--- src/common/alu_params.svh ---
// Purpose: named constants for the carry, rotate, move and add datapath
// Assumes: included by bare name from each design file
// Notes: flag positions follow the processor status word order
`ifndef ALU_PARAMS_SVH
`define ALU_PARAMS_SVH
`define WORD_W 16
`define FLAG_W 4
`define AXI_ADDR_W 8
`define AXI_DATA_W 32
`define AXI_STRB_W 4
`define REG_CTRL 8'h00
`define REG_OPCODE 8'h04
`define REG_SRC 8'h08
`define REG_DST 8'h0C
`define REG_FLAGS 8'h10
`define REG_RESULT 8'h14
`define REG_STATUS 8'h18
`define CTRL_START 0
`define CTRL_DST_REG 1
`define STATUS_BAD_OP 0
`define STATUS_BUSY 1
`define FLAG_C 0
`define FLAG_V 1
`define FLAG_Z 2
`define FLAG_N 3
`define BYTE_BIT 15
`define BYTE_TOP 7
`define WORD_TOP 15
`define OPC_CLASS_MASK 16'h7FC0
`define OPC_WORD_MASK 16'hFFC0
`define OPC_DOUBLE_MASK 16'h7000
`define OPC_SUM_MASK 16'hF000
`define OPC_CARRY_ADD 16'h0B40
`define OPC_BORROW_SUB 16'h0B80
`define OPC_ROT_RIGHT 16'h0C00
`define OPC_ROT_LEFT 16'h0C40
`define OPC_SIGN_EXT 16'h0DC0
`define OPC_EXCHANGE 16'h00C0
`define OPC_COPY 16'h1000
`define OPC_SUM 16'h6000
`define WORD_MASK 16'hFFFF
`define BYTE_MASK 16'h00FF
`define WORD_MAX_POS 16'h7FFF
`define BYTE_MAX_POS 16'h007F
`define WORD_MIN_NEG 16'h8000
`define BYTE_MIN_NEG 16'h0080
`define RESP_OKAY 2'h0
`define RESP_SLVERR 2'h2
`endif

--- src/common/alu_pkg.sv ---
// Purpose: shared types of the datapath
// Assumes: nothing beyond the tool's SystemVerilog support
// Notes: operation classes only, opcodes live in the params header
`default_nettype none
package alu_pkg;
    typedef enum logic [3:0] {
        NO_OP, CARRY_IN_SUM_OP, BORROW_IN_DIFF_OP, SIGN_EXTEND_OP, ROTATE_LEFT_OP,
        ROTATE_RIGHT_OP, BYTE_EXCHANGE_OP, COPY_OP, SUM_OP
    } alu_op_type;
endpackage
`default_nettype wire

--- src/hdl/opcode_decode.sv ---
// Purpose: classify an instruction word into one datapath operation
// Assumes: opcode is stable for the cycle it is used
// Notes: unknown words give no_op, which keeps the flags and passes the destination word to the result
`timescale 1ns/1ps
`default_nettype none
`include "alu_params.svh"
module opcode_decode
    import alu_pkg::*;
(
    input wire logic [`WORD_W-1:0] opcode,
    output alu_op_type opSel,
    output logic byteMode
);
    always_comb begin
        byteMode = opcode[`BYTE_BIT]; // RQ16
        if ((opcode & `OPC_CLASS_MASK) == `OPC_CARRY_ADD) begin
            opSel = CARRY_IN_SUM_OP;
        end else if ((opcode & `OPC_CLASS_MASK) == `OPC_BORROW_SUB) begin
            opSel = BORROW_IN_DIFF_OP;
        end else if ((opcode & `OPC_CLASS_MASK) == `OPC_ROT_LEFT) begin
            opSel = ROTATE_LEFT_OP;
        end else if ((opcode & `OPC_CLASS_MASK) == `OPC_ROT_RIGHT) begin
            opSel = ROTATE_RIGHT_OP;
        end else if ((opcode & `OPC_WORD_MASK) == `OPC_SIGN_EXT) begin
            opSel = SIGN_EXTEND_OP;
        end else if ((opcode & `OPC_WORD_MASK) == `OPC_EXCHANGE) begin
            opSel = BYTE_EXCHANGE_OP;
        end else if ((opcode & `OPC_DOUBLE_MASK) == `OPC_COPY) begin
            opSel = COPY_OP;
        end else if ((opcode & `OPC_SUM_MASK) == `OPC_SUM) begin
            opSel = SUM_OP;
        end else begin
            opSel = NO_OP;
        end
    end
endmodule
`default_nettype wire

--- src/hdl/flag_alu.sv ---
// Purpose: result word and new condition flags for one operation
// Assumes: byte operands sit in the low byte of the operand words
// Notes: combinational, the caller registers everything
`timescale 1ns/1ps
`default_nettype none
`include "alu_params.svh"
module flag_alu
    import alu_pkg::*;
(
    input wire alu_op_type opSel,
    input wire logic byteMode,
    input wire logic dstIsReg,
    input wire logic [`WORD_W-1:0] srcOperand,
    input wire logic [`WORD_W-1:0] dstOperand,
    input wire logic [`FLAG_W-1:0] flagsIn,
    output logic [`WORD_W-1:0] result,
    output logic [`FLAG_W-1:0] flagsOut
);
    logic [`WORD_W-1:0] mask, maxPos, minNeg, dm, r, cinWord;
    logic [`WORD_W:0] sum;
    logic cin, topR;
    always_comb begin
        mask = byteMode ? `BYTE_MASK : `WORD_MASK;
        maxPos = byteMode ? `BYTE_MAX_POS : `WORD_MAX_POS;
        minNeg = byteMode ? `BYTE_MIN_NEG : `WORD_MIN_NEG;
        dm = dstOperand & mask;
        cin = flagsIn[`FLAG_C];
        cinWord = {15'h0, cin};
        sum = {1'h0, srcOperand} + {1'h0, dstOperand};
        r = dm;
        flagsOut = flagsIn; // RQ17
        case (opSel)
            CARRY_IN_SUM_OP: begin
                r = (dm + cinWord) & mask; // RQ1
                flagsOut[`FLAG_V] = (dm == maxPos) & cin; // RQ1
                flagsOut[`FLAG_C] = (dm == mask) & cin; // RQ1
            end
            BORROW_IN_DIFF_OP: begin
                r = (dm - cinWord) & mask; // RQ2
                flagsOut[`FLAG_V] = (dm == minNeg); // RQ2
                flagsOut[`FLAG_C] = (dm == 16'h0) & cin; // RQ2
            end
            SIGN_EXTEND_OP: begin
                r = flagsIn[`FLAG_N] ? `WORD_MASK : 16'h0; // RQ3
                flagsOut[`FLAG_V] = 1'h0; // RQ4
                flagsOut[`FLAG_Z] = ~flagsIn[`FLAG_N]; // RQ4
            end
            ROTATE_LEFT_OP: begin
                r = ((dm << 1) | cinWord) & mask; // RQ5 RQ6
                flagsOut[`FLAG_C] = byteMode ? dm[`BYTE_TOP] : dm[`WORD_TOP]; // RQ6
            end
            ROTATE_RIGHT_OP: begin
                r = (dm >> 1) | (byteMode ? {8'h0, cin, 7'h0} : {cin, 15'h0}); // RQ5 RQ7
                flagsOut[`FLAG_C] = dm[0]; // RQ7
            end
            BYTE_EXCHANGE_OP: begin
                r = {dstOperand[7:0], dstOperand[15:8]}; // RQ9
                flagsOut[`FLAG_V] = 1'h0; // RQ10
                flagsOut[`FLAG_C] = 1'h0; // RQ10
            end
            COPY_OP: begin
                r = srcOperand & mask; // RQ11
                flagsOut[`FLAG_V] = 1'h0; // RQ11
            end
            SUM_OP: begin
                r = sum[`WORD_W-1:0]; // RQ13
                flagsOut[`FLAG_V] = (srcOperand[`WORD_TOP] == dstOperand[`WORD_TOP])
                    & (r[`WORD_TOP] != srcOperand[`WORD_TOP]); // RQ14
                flagsOut[`FLAG_C] = sum[`WORD_W]; // RQ15
            end
            default: begin
                r = dstOperand;
            end
        endcase
        topR = byteMode ? r[`BYTE_TOP] : r[`WORD_TOP];
        if (opSel == BYTE_EXCHANGE_OP) begin
            flagsOut[`FLAG_N] = r[`BYTE_TOP]; // RQ10
            flagsOut[`FLAG_Z] = (r[7:0] == 8'h0); // RQ10
        end else if (opSel != NO_OP && opSel != SIGN_EXTEND_OP) begin
            flagsOut[`FLAG_N] = topR; // RQ8 RQ11 RQ13 RQ16
            flagsOut[`FLAG_Z] = (r == 16'h0); // RQ8 RQ11 RQ13 RQ16
        end
        if (opSel == ROTATE_LEFT_OP || opSel == ROTATE_RIGHT_OP) begin
            flagsOut[`FLAG_V] = flagsOut[`FLAG_N] ^ flagsOut[`FLAG_C]; // RQ8
        end
        // word-only operations write the whole word
        if (opSel == NO_OP || opSel == SIGN_EXTEND_OP || opSel == BYTE_EXCHANGE_OP
                || opSel == SUM_OP || !byteMode) begin
            result = r;
        end else if (opSel == COPY_OP && dstIsReg) begin
            result = {{8{r[`BYTE_TOP]}}, r[7:0]}; // RQ12
        end else begin
            result = {dstOperand[15:8], r[7:0]}; // RQ16
        end
    end
endmodule
`default_nettype wire

--- src/hdl/alu_top.sv ---
// Purpose: carry, rotate, move and add execution unit behind AXI4-Lite
// Assumes: one write and one read outstanding at most, 100 MHz clock
// Notes: a start write runs the operation in the cycle its write response is raised
//
// What this block does
// RQ1 - add-carry adds C; V only at 077777 with C, C only at 177777 with C
// RQ2 - subtract-carry takes C away; V at 100000, C when zero with C set
// RQ3 - sign-extend writes all ones if N set, else all zeros
// RQ4 - sign-extend keeps N and C, clears V, sets Z when N clear
// RQ5 - rotates treat destination plus C as one 17-bit ring, 9-bit in byte form
// RQ6 - rotate-left: top bit into C, old C into bit 0
// RQ7 - rotate-right: bit 0 into C, old C into the top bit
// RQ8 - after rotates N is top bit, Z on zero, V is N xor C
// RQ9 - byte-exchange swaps the two bytes of a word destination only
// RQ10 - byte-exchange: N from bit 7, Z from low byte, V and C cleared
// RQ11 - copy moves source unchanged; N, Z from it, V cleared, C kept
// RQ12 - byte copy to a register sign-extends bit 7 into the upper byte
// RQ13 - add stores the two's complement sum; N and Z follow it
// RQ14 - add sets V when like-signed operands give an opposite-signed sum
// RQ15 - add sets C on carry out of the most significant bit
// RQ16 - opcode bit 15 selects byte form; flags from bit 7, one byte written
// RQ17 - untouched flags keep value; all flags change with the result write
`timescale 1ns/1ps
`default_nettype none
`include "alu_params.svh"
module alu_top
    import alu_pkg::*;
(
    input wire logic clock,
    input wire logic nrst,
    input wire logic [`AXI_ADDR_W-1:0] awaddr,
    input wire logic awvalid,
    output logic awready,
    input wire logic [`AXI_DATA_W-1:0] wdata,
    input wire logic [`AXI_STRB_W-1:0] wstrb,
    input wire logic wvalid,
    output logic wready,
    output logic [1:0] bresp,
    output logic bvalid,
    input wire logic bready,
    input wire logic [`AXI_ADDR_W-1:0] araddr,
    input wire logic arvalid,
    output logic arready,
    output logic [`AXI_DATA_W-1:0] rdata,
    output logic [1:0] rresp,
    output logic rvalid,
    input wire logic rready
);
    logic [`WORD_W-1:0] opcode_reg, srcOperand_reg, dstOperand_reg, result_reg;
    logic [`FLAG_W-1:0] flags_reg;
    logic dstIsReg_reg, execPend_reg, badOpcode_reg;
    logic awHeld_reg, wHeld_reg;
    logic [`AXI_ADDR_W-1:0] awAddr_reg;
    logic [`AXI_DATA_W-1:0] wData_reg;
    logic [`AXI_STRB_W-1:0] wStrb_reg;
    logic awTake, wTake, arTake, commit, awHeldNext, wHeldNext, wrMapped;
    logic [`AXI_DATA_W-1:0] readWord;
    logic readMapped;
    alu_op_type opSel;
    logic byteMode;
    logic [`WORD_W-1:0] aluResult;
    logic [`FLAG_W-1:0] aluFlags;
    logic [`WORD_W:0] sumCheck;

    function automatic logic [`WORD_W-1:0] merge16(
        input logic [`WORD_W-1:0] old,
        input logic [`AXI_DATA_W-1:0] data,
        input logic [`AXI_STRB_W-1:0] strb
    );
        merge16 = {strb[1] ? data[15:8] : old[15:8], strb[0] ? data[7:0] : old[7:0]};
    endfunction

    opcode_decode decoder (
        .opcode(opcode_reg),
        .opSel(opSel),
        .byteMode(byteMode)
    );

    flag_alu datapath (
        .opSel(opSel),
        .byteMode(byteMode),
        .dstIsReg(dstIsReg_reg),
        .srcOperand(srcOperand_reg),
        .dstOperand(dstOperand_reg),
        .flagsIn(flags_reg),
        .result(aluResult),
        .flagsOut(aluFlags)
    );

    // write channel: address and data are held separately, either may come first
    assign awTake = awvalid & awready;
    assign wTake = wvalid & wready;
    assign commit = awHeld_reg & wHeld_reg & ~bvalid;
    assign awHeldNext = (awHeld_reg | awTake) & ~commit;
    assign wHeldNext = (wHeld_reg | wTake) & ~commit;
    assign wrMapped = (awAddr_reg == `REG_CTRL) || (awAddr_reg == `REG_OPCODE)
        || (awAddr_reg == `REG_SRC) || (awAddr_reg == `REG_DST)
        || (awAddr_reg == `REG_FLAGS) || (awAddr_reg == `REG_RESULT)
        || (awAddr_reg == `REG_STATUS);

    always_ff @(posedge clock or negedge nrst) begin
        if (!nrst) begin
            awHeld_reg <= 1'h0;
            wHeld_reg <= 1'h0;
            awready <= 1'h1;
            wready <= 1'h1;
        end else begin
            awHeld_reg <= awHeldNext;
            wHeld_reg <= wHeldNext;
            awready <= ~awHeldNext;
            wready <= ~wHeldNext;
        end
    end

    always_ff @(posedge clock or negedge nrst) begin
        if (!nrst) begin
            awAddr_reg <= `AXI_ADDR_W'h0;
            wData_reg <= `AXI_DATA_W'h0;
            wStrb_reg <= `AXI_STRB_W'h0;
        end else begin
            if (awTake) begin
                awAddr_reg <= awaddr;
            end
            if (wTake) begin
                wData_reg <= wdata;
                wStrb_reg <= wstrb;
            end
        end
    end

    // response follows both halves; unmapped offsets answer slverr
    always_ff @(posedge clock or negedge nrst) begin
        if (!nrst) begin
            bvalid <= 1'h0;
            bresp <= `RESP_OKAY;
        end else if (commit) begin
            bvalid <= 1'h1;
            bresp <= wrMapped ? `RESP_OKAY : `RESP_SLVERR;
        end else if (bready) begin
            bvalid <= 1'h0;
        end
    end

    // operand and control registers; read-only offsets ignore writes
    always_ff @(posedge clock or negedge nrst) begin
        if (!nrst) begin
            opcode_reg <= `WORD_W'h0;
            srcOperand_reg <= `WORD_W'h0;
            dstOperand_reg <= `WORD_W'h0;
            dstIsReg_reg <= 1'h0;
        end else if (commit) begin
            if (awAddr_reg == `REG_OPCODE) begin
                opcode_reg <= merge16(opcode_reg, wData_reg, wStrb_reg);
            end
            if (awAddr_reg == `REG_SRC) begin
                srcOperand_reg <= merge16(srcOperand_reg, wData_reg, wStrb_reg);
            end
            if (awAddr_reg == `REG_DST) begin
                dstOperand_reg <= merge16(dstOperand_reg, wData_reg, wStrb_reg);
            end
            if (awAddr_reg == `REG_CTRL && wStrb_reg[0]) begin
                dstIsReg_reg <= wData_reg[`CTRL_DST_REG];
            end
        end
    end

    // start is a pulse: the operation runs on the cycle after the write
    always_ff @(posedge clock or negedge nrst) begin
        if (!nrst) begin
            execPend_reg <= 1'h0;
        end else begin
            execPend_reg <= commit && (awAddr_reg == `REG_CTRL) && wStrb_reg[0]
                && wData_reg[`CTRL_START];
        end
    end

    // result and all flags update on the same edge
    always_ff @(posedge clock or negedge nrst) begin
        if (!nrst) begin
            result_reg <= `WORD_W'h0;
            badOpcode_reg <= 1'h0;
        end else if (execPend_reg) begin
            result_reg <= aluResult; // RQ17
            badOpcode_reg <= (opSel == NO_OP);
        end
    end

    // execution wins over a software write; the bus keeps them apart
    always_ff @(posedge clock or negedge nrst) begin
        if (!nrst) begin
            flags_reg <= `FLAG_W'h0;
        end else if (execPend_reg) begin
            flags_reg <= aluFlags; // RQ17
        end else if (commit && awAddr_reg == `REG_FLAGS && wStrb_reg[0]) begin
            flags_reg <= wData_reg[`FLAG_W-1:0];
        end
    end

    // read side
    assign arTake = arvalid & arready;

    always_comb begin
        readWord = `AXI_DATA_W'h0;
        readMapped = 1'h1;
        case (araddr)
            `REG_CTRL: readWord[`CTRL_DST_REG] = dstIsReg_reg;
            `REG_OPCODE: readWord[`WORD_W-1:0] = opcode_reg;
            `REG_SRC: readWord[`WORD_W-1:0] = srcOperand_reg;
            `REG_DST: readWord[`WORD_W-1:0] = dstOperand_reg;
            `REG_FLAGS: readWord[`FLAG_W-1:0] = flags_reg;
            `REG_RESULT: readWord[`WORD_W-1:0] = result_reg;
            `REG_STATUS: begin
                readWord[`STATUS_BAD_OP] = badOpcode_reg;
                readWord[`STATUS_BUSY] = execPend_reg;
            end
            default: readMapped = 1'h0;
        endcase
    end

    always_ff @(posedge clock or negedge nrst) begin
        if (!nrst) begin
            arready <= 1'h1;
            rvalid <= 1'h0;
            rdata <= `AXI_DATA_W'h0;
            rresp <= `RESP_OKAY;
        end else if (arTake) begin
            arready <= 1'h0;
            rvalid <= 1'h1;
            rdata <= readWord;
            rresp <= readMapped ? `RESP_OKAY : `RESP_SLVERR;
        end else if (rvalid && rready) begin
            arready <= 1'h1;
            rvalid <= 1'h0;
        end
    end

    // independent adder for the sum check
    assign sumCheck = {1'h0, srcOperand_reg} + {1'h0, dstOperand_reg};

    AST_CARRY_ADD_FLAGS: // RQ1
    assert property (@(posedge clock) disable iff (!nrst)
        execPend_reg && opSel == CARRY_IN_SUM_OP && !byteMode |=>
            result_reg == $past(dstOperand_reg) + {15'h0, $past(flags_reg[`FLAG_C])}
            && flags_reg[`FLAG_V] == ($past(dstOperand_reg) == `WORD_MAX_POS
                && $past(flags_reg[`FLAG_C]))
            && flags_reg[`FLAG_C] == ($past(dstOperand_reg) == `WORD_MASK
                && $past(flags_reg[`FLAG_C])))
        else $error("add-carry result or flags wrong");

    AST_BORROW_FLAGS: // RQ2
    assert property (@(posedge clock) disable iff (!nrst)
        execPend_reg && opSel == BORROW_IN_DIFF_OP && !byteMode |=>
            flags_reg[`FLAG_V] == ($past(dstOperand_reg) == `WORD_MIN_NEG)
            && flags_reg[`FLAG_C] == ($past(dstOperand_reg) == 16'h0
                && $past(flags_reg[`FLAG_C])))
        else $error("subtract-carry flags wrong");

    AST_SIGN_EXTEND: // RQ3
    assert property (@(posedge clock) disable iff (!nrst)
        execPend_reg && opSel == SIGN_EXTEND_OP |=>
            result_reg == ($past(flags_reg[`FLAG_N]) ? `WORD_MASK : 16'h0)
            && flags_reg[`FLAG_N] == $past(flags_reg[`FLAG_N])
            && flags_reg[`FLAG_C] == $past(flags_reg[`FLAG_C])
            && !flags_reg[`FLAG_V] && flags_reg[`FLAG_Z] == !flags_reg[`FLAG_N])
        else $error("sign-extend result or flags wrong");

    AST_ROTATE_LEFT: // RQ6
    assert property (@(posedge clock) disable iff (!nrst)
        execPend_reg && opSel == ROTATE_LEFT_OP && !byteMode |=>
            {flags_reg[`FLAG_C], result_reg}
                == {$past(dstOperand_reg), $past(flags_reg[`FLAG_C])})
        else $error("rotate-left ring wrong");

    AST_ROTATE_RIGHT: // RQ7
    assert property (@(posedge clock) disable iff (!nrst)
        execPend_reg && opSel == ROTATE_RIGHT_OP && !byteMode |=>
            {result_reg, flags_reg[`FLAG_C]}
                == {$past(flags_reg[`FLAG_C]), $past(dstOperand_reg)})
        else $error("rotate-right ring wrong");

    AST_ROTATE_V: // RQ8
    assert property (@(posedge clock) disable iff (!nrst)
        execPend_reg && (opSel == ROTATE_LEFT_OP || opSel == ROTATE_RIGHT_OP) && !byteMode
        |=> flags_reg[`FLAG_V] == (flags_reg[`FLAG_N] ^ flags_reg[`FLAG_C])
            && flags_reg[`FLAG_N] == result_reg[`WORD_TOP])
        else $error("rotate overflow not n xor c");

    AST_EXCHANGE: // RQ10
    assert property (@(posedge clock) disable iff (!nrst)
        execPend_reg && opSel == BYTE_EXCHANGE_OP |=>
            result_reg == {$past(dstOperand_reg[7:0]), $past(dstOperand_reg[15:8])}
            && flags_reg[`FLAG_N] == result_reg[`BYTE_TOP]
            && !flags_reg[`FLAG_V] && !flags_reg[`FLAG_C])
        else $error("byte-exchange wrong");

    AST_COPY_BYTE_REG: // RQ12
    assert property (@(posedge clock) disable iff (!nrst)
        execPend_reg && opSel == COPY_OP && byteMode && dstIsReg_reg |=>
            result_reg == {{8{$past(srcOperand_reg[`BYTE_TOP])}}, $past(srcOperand_reg[7:0])}
            && flags_reg[`FLAG_C] == $past(flags_reg[`FLAG_C]))
        else $error("byte copy to register not sign-extended");

    AST_SUM_CARRY: // RQ15
    assert property (@(posedge clock) disable iff (!nrst)
        execPend_reg && opSel == SUM_OP |=>
            {flags_reg[`FLAG_C], result_reg} == $past(sumCheck))
        else $error("sum or carry wrong");

    AST_SUM_OVERFLOW: // RQ14
    assert property (@(posedge clock) disable iff (!nrst)
        execPend_reg && opSel == SUM_OP && srcOperand_reg[`WORD_TOP] != dstOperand_reg[`WORD_TOP]
        |=> !flags_reg[`FLAG_V])
        else $error("sum overflow on unlike signs");

    AST_FLAGS_HOLD: // RQ17
    assert property (@(posedge clock) disable iff (!nrst)
        !execPend_reg && !(commit && awAddr_reg == `REG_FLAGS) |=> $stable(flags_reg)
            && $stable(result_reg))
        else $error("flags or result moved without an operation");

    AST_WRITE_RESPONSE:
    assert property (@(posedge clock) disable iff (!nrst)
        commit |=> bvalid && !awHeld_reg && !wHeld_reg)
        else $error("write response not raised after commit");
endmodule
`default_nettype wire

--- config.mk ---
export PLATFORM = sky130hd
export DESIGN_NAME = alu_top
export DESIGN_NICKNAME = d
export VERILOG_FILES = /design/src/common/alu_pkg.sv /design/src/hdl/opcode_decode.sv /design/src/hdl/flag_alu.sv /design/src/hdl/alu_top.sv
export VERILOG_INCLUDE_DIRS = /design/src /design/src/common
export SDC_FILE = /design/constraint.sdc
export NUM_CORES = 1
export LEC_CHECK = 0
export BUFFER_PORTS_ARGS = -buffer_cell sky130_fd_sc_hd__clkbuf_2
export CAP_MARGIN = 20
export CORE_ASPECT_RATIO = 1.1
export CORE_MARGIN = 4
export CORE_UTILIZATION = 34
export CTS_CLUSTER_DIAMETER = 50
export CTS_CLUSTER_SIZE = 30
export DETAILED_ROUTE_END_ITERATION = 10
export HOLD_SLACK_MARGIN = 0.12
export PLACE_DENSITY = 0.56
export SETUP_SLACK_MARGIN = 0.15
export SLEW_MARGIN = 20
export SYNTH_ARGS = -nofsm -noshare
export SYNTH_HDL_FRONTEND = slang
export SYNTH_HIERARCHICAL = 1
export SYNTH_SLANG_ARGS = --single-unit
--- constraint.sdc ---
create_clock -name clock -period 12.74 [get_ports clock]
set_input_delay 2.548 -clock clock [delete_from_list [all_inputs] [get_ports clock]]
set_output_delay 2.548 -clock clock [all_outputs]
set_load 0.02 [all_outputs]
Yosys cells after proc, flatten, opt, wreduce, memory -nomap -nowiden
Index checks and enable logic that the tools add are counted.

Register bits after elaboration: 124. Input port bits: 59. Output and inout bits: 41.

$add $sub $neg: 3. Equality and inequality tests: 36. Multiplexer cells: 39. Bitwise operators: 26. Reductions and logical operators: 42.

Operator list (count): one-hot mux 16 bit (8 select lines) (1); two-way mux 16 bit (6); bitwise AND 16 bit (5); == test 16 bit (3); == test 8 x 5 -> 1 bit, second input constant (6); one-hot mux 12 bit (4 select lines) (1); two-way mux 4 bit (10); == test 9 x 6 -> 1 bit, second input constant (4); == test 8 x 4 -> 1 bit, second input constant (4); logical NOT 16 bit (2); logical NOT 8 bit (3); == test 4 x 3 -> 1 bit, second input constant (5); AND reduction 3 bit (6); adder 16 x 16 -> 17 bit (1); adder 16 x 1 -> 16 bit (1); == test 8 x 3 -> 1 bit, second input constant (2); bitwise OR 15 x 16 -> 16 bit (1); bitwise OR 16 x 1 -> 16 bit (1); subtractor 16 x 1 -> 16 bit (1); two-way mux 15 bit (1); one-hot mux 1 bit (6 select lines) (2); bitwise AND 1 bit (11); logical OR 1 bit (11); two-way mux 1 bit (11); 26 further kinds (47).

Depth between registers and ports, before layout
Gate-level depths: netlist of the first run.

Word-level depth: 17. Mapped depth: 20. Gate-level depth less buffers: 18.

Hierarchy
The synthesis of the first run kept the hierarchy.

Modules (own cells, without submodules): alu_top (times used 1, cells each 392, area each 5403.9 um^2); flag_alu (times used 1, cells each 493, area each 3374.5 um^2); opcode_decode (times used 1, cells each 20, area each 165.2 um^2).

Least setup slack after synthesis of the first run
No wires, ideal clock.

Kind: register to register. Start: register opcode_reg[10]. End: register flags_reg[2]. Library setup time: 0.065 ns. Arrival time: 4.460 ns. Data required time: 12.675 ns. Slack: 8.215 ns. Stages on the path, launching flop included: 20. Buffers on the path: 1. Clock period less this slack: 4.525 ns. Cell sequence: dfrtp_1 -> nor4_1 -> a41oi_1 -> o211ai_1 -> or4b_4 -> nand2_8 -> inv_4 -> buf_6 -> fa_1 -> nor2b_1 -> o31a_1 -> o41ai_1 -> o211ai_1 -> xnor2_1 -> nor2_1 -> o32ai_1 -> nand4_1 -> nor4b_2 -> a41o_1 -> mux2_2.

Longest elaborated chain between the ends: 13.

Ends and longest elaborated chain: start, declared (RTL line alu_top.sv:49) `` logic [`WORD_W-1:0] opcode_reg, srcOperand_reg, dstOperand_reg, result_reg; ``; start signal, assigned (RTL line alu_top.sv:147) `` opcode_reg <= `WORD_W'h0; ``; start signal, assigned (RTL line alu_top.sv:153) `opcode_reg <= merge16(opcode_reg, wData_reg, wStrb_reg);`; == test 10 x 2 -> 1 bit (no line); two-way mux 4 bit (RTL line opcode_decode.sv:26) `` end else if ((opcode & `OPC_WORD_MASK) == `OPC_EXCHANGE) begin ``; two-way mux 4 bit (RTL line opcode_decode.sv:24) `` end else if ((opcode & `OPC_WORD_MASK) == `OPC_SIGN_EXT) begin ``; two-way mux 4 bit (RTL line opcode_decode.sv:22) `` end else if ((opcode & `OPC_CLASS_MASK) == `OPC_ROT_RIGHT) begin ``; two-way mux 4 bit (RTL line opcode_decode.sv:20) `` end else if ((opcode & `OPC_CLASS_MASK) == `OPC_ROT_LEFT) begin ``; two-way mux 4 bit (RTL line opcode_decode.sv:18) `` end else if ((opcode & `OPC_CLASS_MASK) == `OPC_BORROW_SUB) begin ``; two-way mux 4 bit (*) (RTL line opcode_decode.sv:16) `` if ((opcode & `OPC_CLASS_MASK) == `OPC_CARRY_ADD) begin ``; named net opSel[1] (RTL line alu_top.sv:59) `alu_op_type opSel;`; == test 4 bit, or another cell as far along (RTL line flag_alu.sv:32) `case (opSel)`; one-hot mux 16 bit (8 select lines) (RTL line flag_alu.sv:32); logical NOT 16 bit (RTL line flag_alu.sv:81) `` flagsOut[`FLAG_Z] = (r == 16'h0); ``; two-way mux 2 bit (RTL line flag_alu.sv:79) `end else if (opSel != NO_OP && opSel != SIGN_EXTEND_OP) begin`; two-way mux 2 bit (*) (RTL line flag_alu.sv:76) `if (opSel == BYTE_EXCHANGE_OP) begin`; named net aluFlags[2] (RTL line alu_top.sv:62) `` logic [`FLAG_W-1:0] aluFlags; ``; two-way mux 4 bit (*) (RTL line alu_top.sv:192) `end else if (execPend_reg) begin`; end signal, assigned (RTL line alu_top.sv:191) `` flags_reg <= `FLAG_W'h0; ``; end signal, assigned (RTL line alu_top.sv:193) `flags_reg <= aluFlags;`; end signal, assigned (RTL line alu_top.sv:195) `` flags_reg <= wData_reg[`FLAG_W-1:0]; ``; end, declared (RTL line alu_top.sv:50) `` logic [`FLAG_W-1:0] flags_reg; ``.

The timed path passes the listed nets; every way through them passes the cells marked *. A chain may end at the register's enable or synchronous reset.

Final worst setup path of the first run
Start: register opcode_reg[15]. End: register flags_reg[1].

RTL lines: == test 10 x 2 -> 1 bit (no line); two-way mux 4 bit (RTL line opcode_decode.sv:26); two-way mux 4 bit (*) (RTL line opcode_decode.sv:24); two-way mux 4 bit (*) (RTL line opcode_decode.sv:22); two-way mux 4 bit (*) (RTL line opcode_decode.sv:20); two-way mux 4 bit (*) (RTL line opcode_decode.sv:18); two-way mux 4 bit (*) (RTL line opcode_decode.sv:16); named net opSel[2] (RTL line alu_top.sv:59); == test 4 bit, or another cell as far along (RTL line flag_alu.sv:32); one-hot mux 16 bit (8 select lines) (RTL line flag_alu.sv:32); two-way mux 1 bit (RTL line flag_alu.sv:75) `` topR = byteMode ? r[`BYTE_TOP] : r[`WORD_TOP]; ``; two-way mux 2 bit (RTL line flag_alu.sv:79); two-way mux 2 bit (RTL line flag_alu.sv:76); XOR 1 bit (RTL line flag_alu.sv:84) `` flagsOut[`FLAG_V] = flagsOut[`FLAG_N] ^ flagsOut[`FLAG_C]; ``; two-way mux 1 bit (*) (RTL line flag_alu.sv:83) `if (opSel == ROTATE_LEFT_OP || opSel == ROTATE_RIGHT_OP) begin`; named net aluFlags[1] (RTL line alu_top.sv:62); two-way mux 4 bit (*) (RTL line alu_top.sv:192).

Marks and branches as above.

==> results.md, run 1 <==
Status:
- The run finished with clean final reports.

Power:
- Power comes to between 1500 and 2000 uW.
- IR analysis of the VDD net gives a maximum drop of about 140 uV.
- For this design the static power due to leakage is about 0.0044 uW.
- The power density over the cells is 173 mW/mm^2.

Final layout:
- Of the cells placed in the final design, the portion with a size suffix greater than 1 is 0.259.
- The number of fillers in the final layout is 2619.
- The layout-stage area growth over the synthesis result is 12.9%.
- The number of nets in the layout is 1032.
- The most common cell after layout, fill and taps aside is dfrtp_1.
- The finished layout holds around 1300 standard cells, fillers aside.
- The antenna diode count is 0.
- Leaving out fill and tap cells, the most frequent cells in the layout are 119 x dfrtp_1, 102 x mux2_2, 63 x nor2_1.
- The post-route core utilization is 0.389.

Job:
- The count of max-cap constraint violations is 0.

Timing:
- The smallest setup slack after layout is between 6 and 7 ns.
- The shortest period the worst path allows is ~5.7 ns.
- The remaining max-slew budget at the tightest pin is 0.300.
- The worst clock skew is around 0.012 ns.
- At the pin with the least slew margin, the transition time is 1.05 ns.
- The number of max-slew violations in the final report is 0.
- The achievable frequency is ~0.17 GHz.
- The sum of negative setup slack is 0 ns.
- Setup repair after global routing left no endpoint under its margin.
- Setup violations remaining at the end of the flow were counted as 0.
- The number of failing hold endpoints at the final stage is 0.
- In the finished design, the share of the clock period the worst path needs comes to 0.451.

Place:
- The final weighted congestion of routability-driven global placement is approximately 0.96.
- The quantity of I/O buffers inserted on ports is 63.
- Before CTS, the worst setup slack after placement is approximately 7.1 ns.
- The number of instances in the placed design is 1275.
- The wire-length estimate of the detail-placed layout is 19500 um.

Synthesis:
- Yosys mapped a number of flops with a built-in enable equal to 0.
- For this run, the leading register cell type out of synthesis is dfrtp_1.
- The synthesized design spends more area on one cell type than any other, namely dfrtp_1.
- For this run, asynchronously set or reset flops after synthesis account for 1.00.
- The part of the Yosys area used for sequential elements is 0.342.
- The area share of the largest cell type after synthesis is 0.333.
- The gate count of the mapped netlist is 905.
- The mapped cell area is between 0.008 and 0.009 mm^2.
- The count of warnings emitted by yosys is 6.
- Sorting the synthesized cells by area gives the leading types as dfrtp_1 33%, mux2_2 13%, ha_1 4.1%, mux2i_1 4.0%, nor2_1 2.6%.
- The total of flip-flops plus latches after synthesis is roughly 120.
- The average cell area after synthesis is just under 10 um^2.
- Counting distinct cell types in the post-synthesis netlist gives 98.

CTS:
- The hold buffer count at cts is 0.
- At the later pin of the worst-skew pair, clock insertion delay measures roughly 0.41 ns.
- Clock-pin slew was measured on the worst setup and hold paths at ~0.06 ns.
- In this run, post-CTS repair resized a total of 0 instances.
- The clock buffer count from CTS is 17.
- The number of H-tree branching levels is 4.
- Counting every sink on the clock net gives approximately 120.
- Buffers added to address setup during post-CTS repair amount to 0.
- No sink is reached through more buffers than the 2 on the longest clock path.
- The clock tree from TritonCTS is built.
- The root buffer cell is clkbuf_16.

Die:
- The total area inside the core boundary comes to approximately 0.026 mm^2.
- The floorplan step defined a die boundary enclosing about 0.029 mm^2.
- The initial utilization of the core area, before any placement, comes to 0.344.
- The width of the die is between 150 and 200 um.
- Row generation in the floorplan step produced between 60 and 70 rows.
- The I/O pin total is 100.
- The die height is approximately 180 um.

Global routing:
- Across every metal layer, demand over resource in global routing totals 0.188.
- After global routing the overflow that remains totals 0.
- The via count of the first global-routing pass is roughly 7500.
- The pin count of the biggest net entering global routing is 72.
- The number of antenna violations at the first check in global routing came to 0.
- The global-route wire length before repair is 42700 um.

Drt:
- After detailed routing, the number of remaining DRC violations is 0.
- For this block, the initial DRC count from the detailed router was between 700 and 800.
- Across all layers, the routed design uses 7487 vias.
- The count of antenna-violating nets left after detailed routing is 0.
- The detailed-route vias per instance is between 5 and 6.
- The number of detailed-route iterations in the first pass is 7.
- The wire length per cell after detailed routing is 20.8 um.
- The total routed wirelength is 27100 um.

Setup path:
- The worst path arrival time is about 6 ns.
- The nature of the critical path startpoint is a register.
- Of all nets on the critical path, the largest fanout is 35.
- The critical path class is reg2reg.
- STA classifies the critical path endpoint as a register.
- STA puts the critical path data required time at around 13 ns.
- The depth of the worst register-to-register path is 19.

Min path:
- The type of the worst min-delay path is reg2reg.
- Along the worst hold path, the cell count comes to 1.
power breakdown:
| part | total, uW | leakage (uW) | internal (uW) | switching (uW) |
|---|---|---|---|---|
| clock network | 500 | 0.000293 | 313 | 188 |
| logic | 674 | 0.00253 | 291 | 383 |
| registers | 576 | 0.00162 | 463 | 113 |
| total | 1750 | 0.00444 | 1070 | 684 |
cell usage after synthesis, types with 7 or more instances:
cell,n
xor2_1,8
nand3_1,17
inv_1,17
or3_1,11
o21a_1,10
o211ai_1,7
o22ai_1,18
a21oi_1,39
o21ai_0,41
mux2_2,102
buf_1,7
a22oi_1,12
a211oi_1,11
xnor2_1,19
dfrtp_1,119
buf_4,21
buf_2,10
nor2_1,63
clkbuf_1,29
a221oi_1,7
and2_1,9
nor3_1,15
mux2i_1,36
nand2_1,43
nand2b_1,9
nor2b_1,25
a22o_1,18
ha_1,29
critical path: stages (launching register included):
cell       delay, ns
dfrtp_1         0.42
buf_4           0.35
inv_1           0.07
a41oi_1         0.35
o32ai_4         0.15
buf_4           0.28
or4b_4          0.62
nand2_8         0.19
ha_1            0.29
o21a_1          0.13
o31ai_1         0.13
a2111oi_0       0.77
o31ai_1         0.22
a21oi_1         0.22
mux2i_1         0.21
a211o_1         0.24
o21ai_1         0.10
xor2_1          0.16
o31ai_1         0.48
mux2_2          0.26
cell type report:
cell class / instances / area [um^2] / share of cell area
Clock buffer: 18 / 429 / 0.0425
Sequential cell: 122 / 3060 / 0.303
Multi-Input combinational cell: 711 / 5530 / 0.548
Inverter: 18 / 70.1 / 0.00694
Clock inverter: 14 / 184 / 0.0182
Tap cell: 352 / 440 / 0.0436
Timing Repair Buffer: 72 / 385 / 0.0382
per-layer routing:
layer / share of wire / vias to the layer above / GRT usage
met5: 0 / - / 0
met4: 0.040 / 0 / 0.0846
met3: 0.072 / 72 / 0.0388
met2: 0.45 / 324 / 0.292
met1: 0.44 / 3616 / 0.252
li1: - / 3475 / -
final timing paths:
check,startpoint,endpoint,slack [ns]
worst max-delay path,opcode_reg[15],flags_reg[1],6.99
worst min-delay path,wHeld_reg,wready,0.48
worst max register to register,opcode_reg[15],flags_reg[1],6.99
worst min register to register,wHeld_reg,wready,0.48
max in group asynchronous,nrst,wData_reg[2],9.25
min in group asynchronous,nrst,wData_reg[14],2.25
through the flow:
step                instance area, um^2  hold slack, ns
floorplan                          9010           0.435
global placement                   9480           0.464
detailed placement                 9480           0.470
CTS                               10100           0.483
global route                      10100           0.504
finish                            10100           0.484
logic make-up after synthesis:
| family | share of synthesized area |
|---|---|
| muxes | 0.174 |
| buffers and inverters | 0.0505 |
| DFF | 0.342 |
| AOI/OAI and AO/OA | 0.198 |
| and+or+nand+nor | 0.159 |
| other | 0.000419 |
| xor gates and xnor gates | 0.0320 |
| adders and majority gates | 0.0450 |
No activity file was read; power rests on OpenSTA's default activity.
==> inputs of run 2 (changes only) <==
clock period = 6 ns   (was 12.74 ns; I/O delays follow)
==> run 2 against run 1 <==
Sequential power is 110% higher; highest routed layer unchanged; critical path type unchanged; maximum frequency is 10% higher; critical path depth is 2 lower; hold slack worse by 0.0067 ns; flip-flop and latch count stayed put; power is 110% higher; core utilization is 0.12 points higher; critical endpoint is now flags_reg[2].
==> results.md, run 2 (synthesized netlist as in run 1, its figures left out) <==
Setup path:
- The required arrival time at the worst endpoint is 6.34 ns (was 13.09 ns).
- The nature of the critical path startpoint is a register (unchanged).
- The worst path arrival time came to 5.57 ns (was 6.09 ns).
- The internal reg-to-reg setup slack was 0.77 ns (was 6.99 ns).
- The worst flop-to-flop path endpoint is flags_reg[2] (was flags_reg[1]).
- The critical path capture point type is a register (unchanged).
- The maximum fanout along the worst path came to 19 (was 35).
- The startpoint of the worst-slack reg-to-reg timing path is opcode_reg[8] (was opcode_reg[15]).
- The depth of the worst register-to-register path is 17 (was 19).
- The critical path class is reg2reg (unchanged).

Final layout:
- The number of nets in the layout was 1033 (was 1032).
- The area of all placed cells without fillers was 0.0101 mm^2 (about the same).
- The most common cell after layout, fill and taps aside was dfrtp_1 (unchanged).
- The share of layout cells above drive strength 1 is 0.259 (about the same).
- Most frequent cells in the layout: 119 x dfrtp_1, 102 x mux2_2, 63 x nor2_1 (unchanged).
- The antenna diode count is 0 (unchanged).
- The sequential cell area was 0.00306 mm^2 (unchanged).
- The number of fillers in the final layout is 2627 (was 2619).
- The area of the multi-input gates came to 0.00553 mm^2 (unchanged).
- The layout-stage area growth over the synthesis result is 13.2% (was 12.9%).

Place:
- The final weighted congestion of routability-driven global placement is 0.953 (was 0.958).
- The quantity of I/O buffers inserted on ports is 63 (unchanged).
- The detailed-placement wirelength estimate is 19800 um (was 19500 um).
- The cell area after placement is 0.00949 mm^2 (was 0.00948 mm^2).
- The worst slack at placement is 0.781 ns (was 7.06 ns).

Timing:
- The final hold slack is 0.477 ns (was 0.484 ns).
- The achievable frequency was 0.191 GHz (was 0.174 GHz).
- The final-report setup violation count is 0 (unchanged).
- Setup repair after global routing missed its margin: no (unchanged).
- The worst clock skew is 0.0120 ns (about the same).
- The post-route fraction of the period consumed by the critical path is 0.871 (was 0.451).
- The number of failing hold endpoints at the final stage is 0 (unchanged).
- The number of max-slew violations in the final report is 0 (unchanged).
- The sum of negative setup slack was 0 ns (unchanged).
- The smallest setup slack after layout is 0.775 ns (was 6.99 ns).
- The slew of the pin with the lowest slew margin is 1.02 ns (was 1.05 ns).
- The shortest period the worst path allows is 5.23 ns (was 5.75 ns).
- The remaining max-slew budget at the tightest pin is 0.318 (was 0.300).

Min path:
- The startpoint of the worst hold path is wHeld_reg (unchanged).
- The type of the worst min-delay path is reg2reg (unchanged).
- The cell depth of the worst min-delay path is 1 (unchanged).
- The destination of the worst hold path is wready (unchanged).

Drt:
- The post-route DRC violation count is 0 (unchanged).
- The wire length per cell after detailed routing is 20.9 um (was 20.8 um).
- The detailed-route vias per instance came to 5.73 (about the same).
- The number of detailed-route iterations in the first pass came to 5 (was 7).
- The total routed wirelength is 27300 um (was 27100 um).
- The count of antenna-violating nets left after detailed routing is 0 (unchanged).
- The violation count after the first detailed-route iteration was 569 (was 727).
- The via count is 7495 (was 7487).

CTS:
- The post-cts gate resize count is 0 (unchanged).
- The hold buffer count at cts was 0 (unchanged).
- The number of H-tree branching levels was 4 (unchanged).
- The clock tree from TritonCTS is built (unchanged).
- The clock buffer count from CTS is 17 (unchanged).
- The root buffer cell is clkbuf_16 (unchanged).
- The clock transition at the registers of the reported paths came to 0.06 ns (about the same).
- The insertion delay to the later sink of the worst-skew pair is 0.41 ns (about the same).
- The clock sink count came to 122 (unchanged).
- The post-CTS repair timing setup buffer count came to 0 (unchanged).
- The deepest clock path buffer count came to 2 (unchanged).

Power:
- The power density over the cells is 371 mW/mm^2 (was 173 mW/mm^2).
- The largest voltage drop on the vdd net is 310 uV (was 144 uV).
- The leakage power figure is 0.00446 uW (was 0.00444 uW).

Global routing:
- The global-route wire length before repair is 42800 um (was 42700 um).
- The pin count of the biggest net entering global routing is 81 (was 72).
- The number of antenna violations at the first check in global routing is 0 (unchanged).
- The overall track demand over capacity in global routing is 0.187 (was 0.188).
- The via count of the first global-routing pass was 7497 (was 7481).
- The leftover overflow at the end of global routing was 0 (unchanged).

Die:
- The die height was 178 um (unchanged).
- The total die area is 0.0290 mm^2 (unchanged).
- The number of placement rows was 62 (unchanged).
- The width of the die came to 163 um (unchanged).
- The starting density of the core is 0.344 (unchanged).
- The I/O pin total came to 100 (unchanged).
- The core outline area was 0.0260 mm^2 (unchanged).

Job:
- The count of max-cap constraint violations came to 0 (unchanged).

Status:
- Run status: complete, no violations (unchanged).
==> run 2: cell types whose count changed in the layout (fill, tap and decap cells not counted), sizes merged <==
cell	previous run	this run
clkbuf	80	81
buf	10	11
bufinv	3	4
inv	25	20
clkinvlp	2	1
clkinv	2	6
==> run 2: how the worst max path moves through the flow <==
stage,start,to,cells past startpoint
after floorplan,opcode_reg[10],flags_reg[2],19
after global placement,opcode_reg[8],flags_reg[2],17
after detailed placement,opcode_reg[8],flags_reg[2],17
after CTS,opcode_reg[8],flags_reg[2],17
after global routing,opcode_reg[8],flags_reg[2],17
final,opcode_reg[8],flags_reg[2],17
==> run 2: critical path, cell delays in order (launching register included) <==
cell and delay [ns]:
dfrtp_1 0.48, nor4_1 0.26, a41oi_1 0.23, o211ai_1 0.28, or4b_4 0.58, nand2_8 0.20, ha_1 0.30, nor2b_1 0.18
o31a_1 0.26, o41ai_1 0.45, o211ai_1 0.31, xnor2_1 0.26, nor2_1 0.09, o32ai_1 0.44, nand4_1 0.16, nor4b_2 0.24
a41o_1 0.29, mux2_2 0.17
==> run 2: metrics by stage <==
stage	utilization	instances	power [uW]
after global placement	0.365	1276	2630
after global routing	0.390	1308	3960
after detailed placement	0.365	1276	2640
final	0.390	1308	3750
after CTS	0.390	1308	3750
after floorplan	-	922	2230
==> run 2: area by class of cell <==
| cell class | count | area share |
|---|---|---|
| Timing Repair Buffer | 73 | 0.0388 |
| Clock inverter | 13 | 0.0191 |
| Multi-Input combinational cell | 711 | 0.546 |
| Tap cell | 352 | 0.0435 |
| Clock buffer | 19 | 0.0437 |
| Sequential cell | 122 | 0.302 |
| Inverter | 18 | 0.00692 |
==> run 2: metal layers <==
layer,share of wire,routed length [um],global-route usage,up-vias
li1,-,-,-,3469
met2,0.47,12800,0.308,275
met3,0.057,1560,0.0250,56
met1,0.44,12100,0.252,3695
met5,0,0,0,-
met4,0.031,860,0.0682,0
==> run 2: power breakdown <==
| group | leakage (uW) | switching (uW) | total (uW) | internal, uW |
|---|---|---|---|---|
| clock network | 0.000308 | 386 | 1100 | 711 |
| logic | 0.00254 | 815 | 1440 | 624 |
| registers | 0.00162 | 234 | 1220 | 984 |
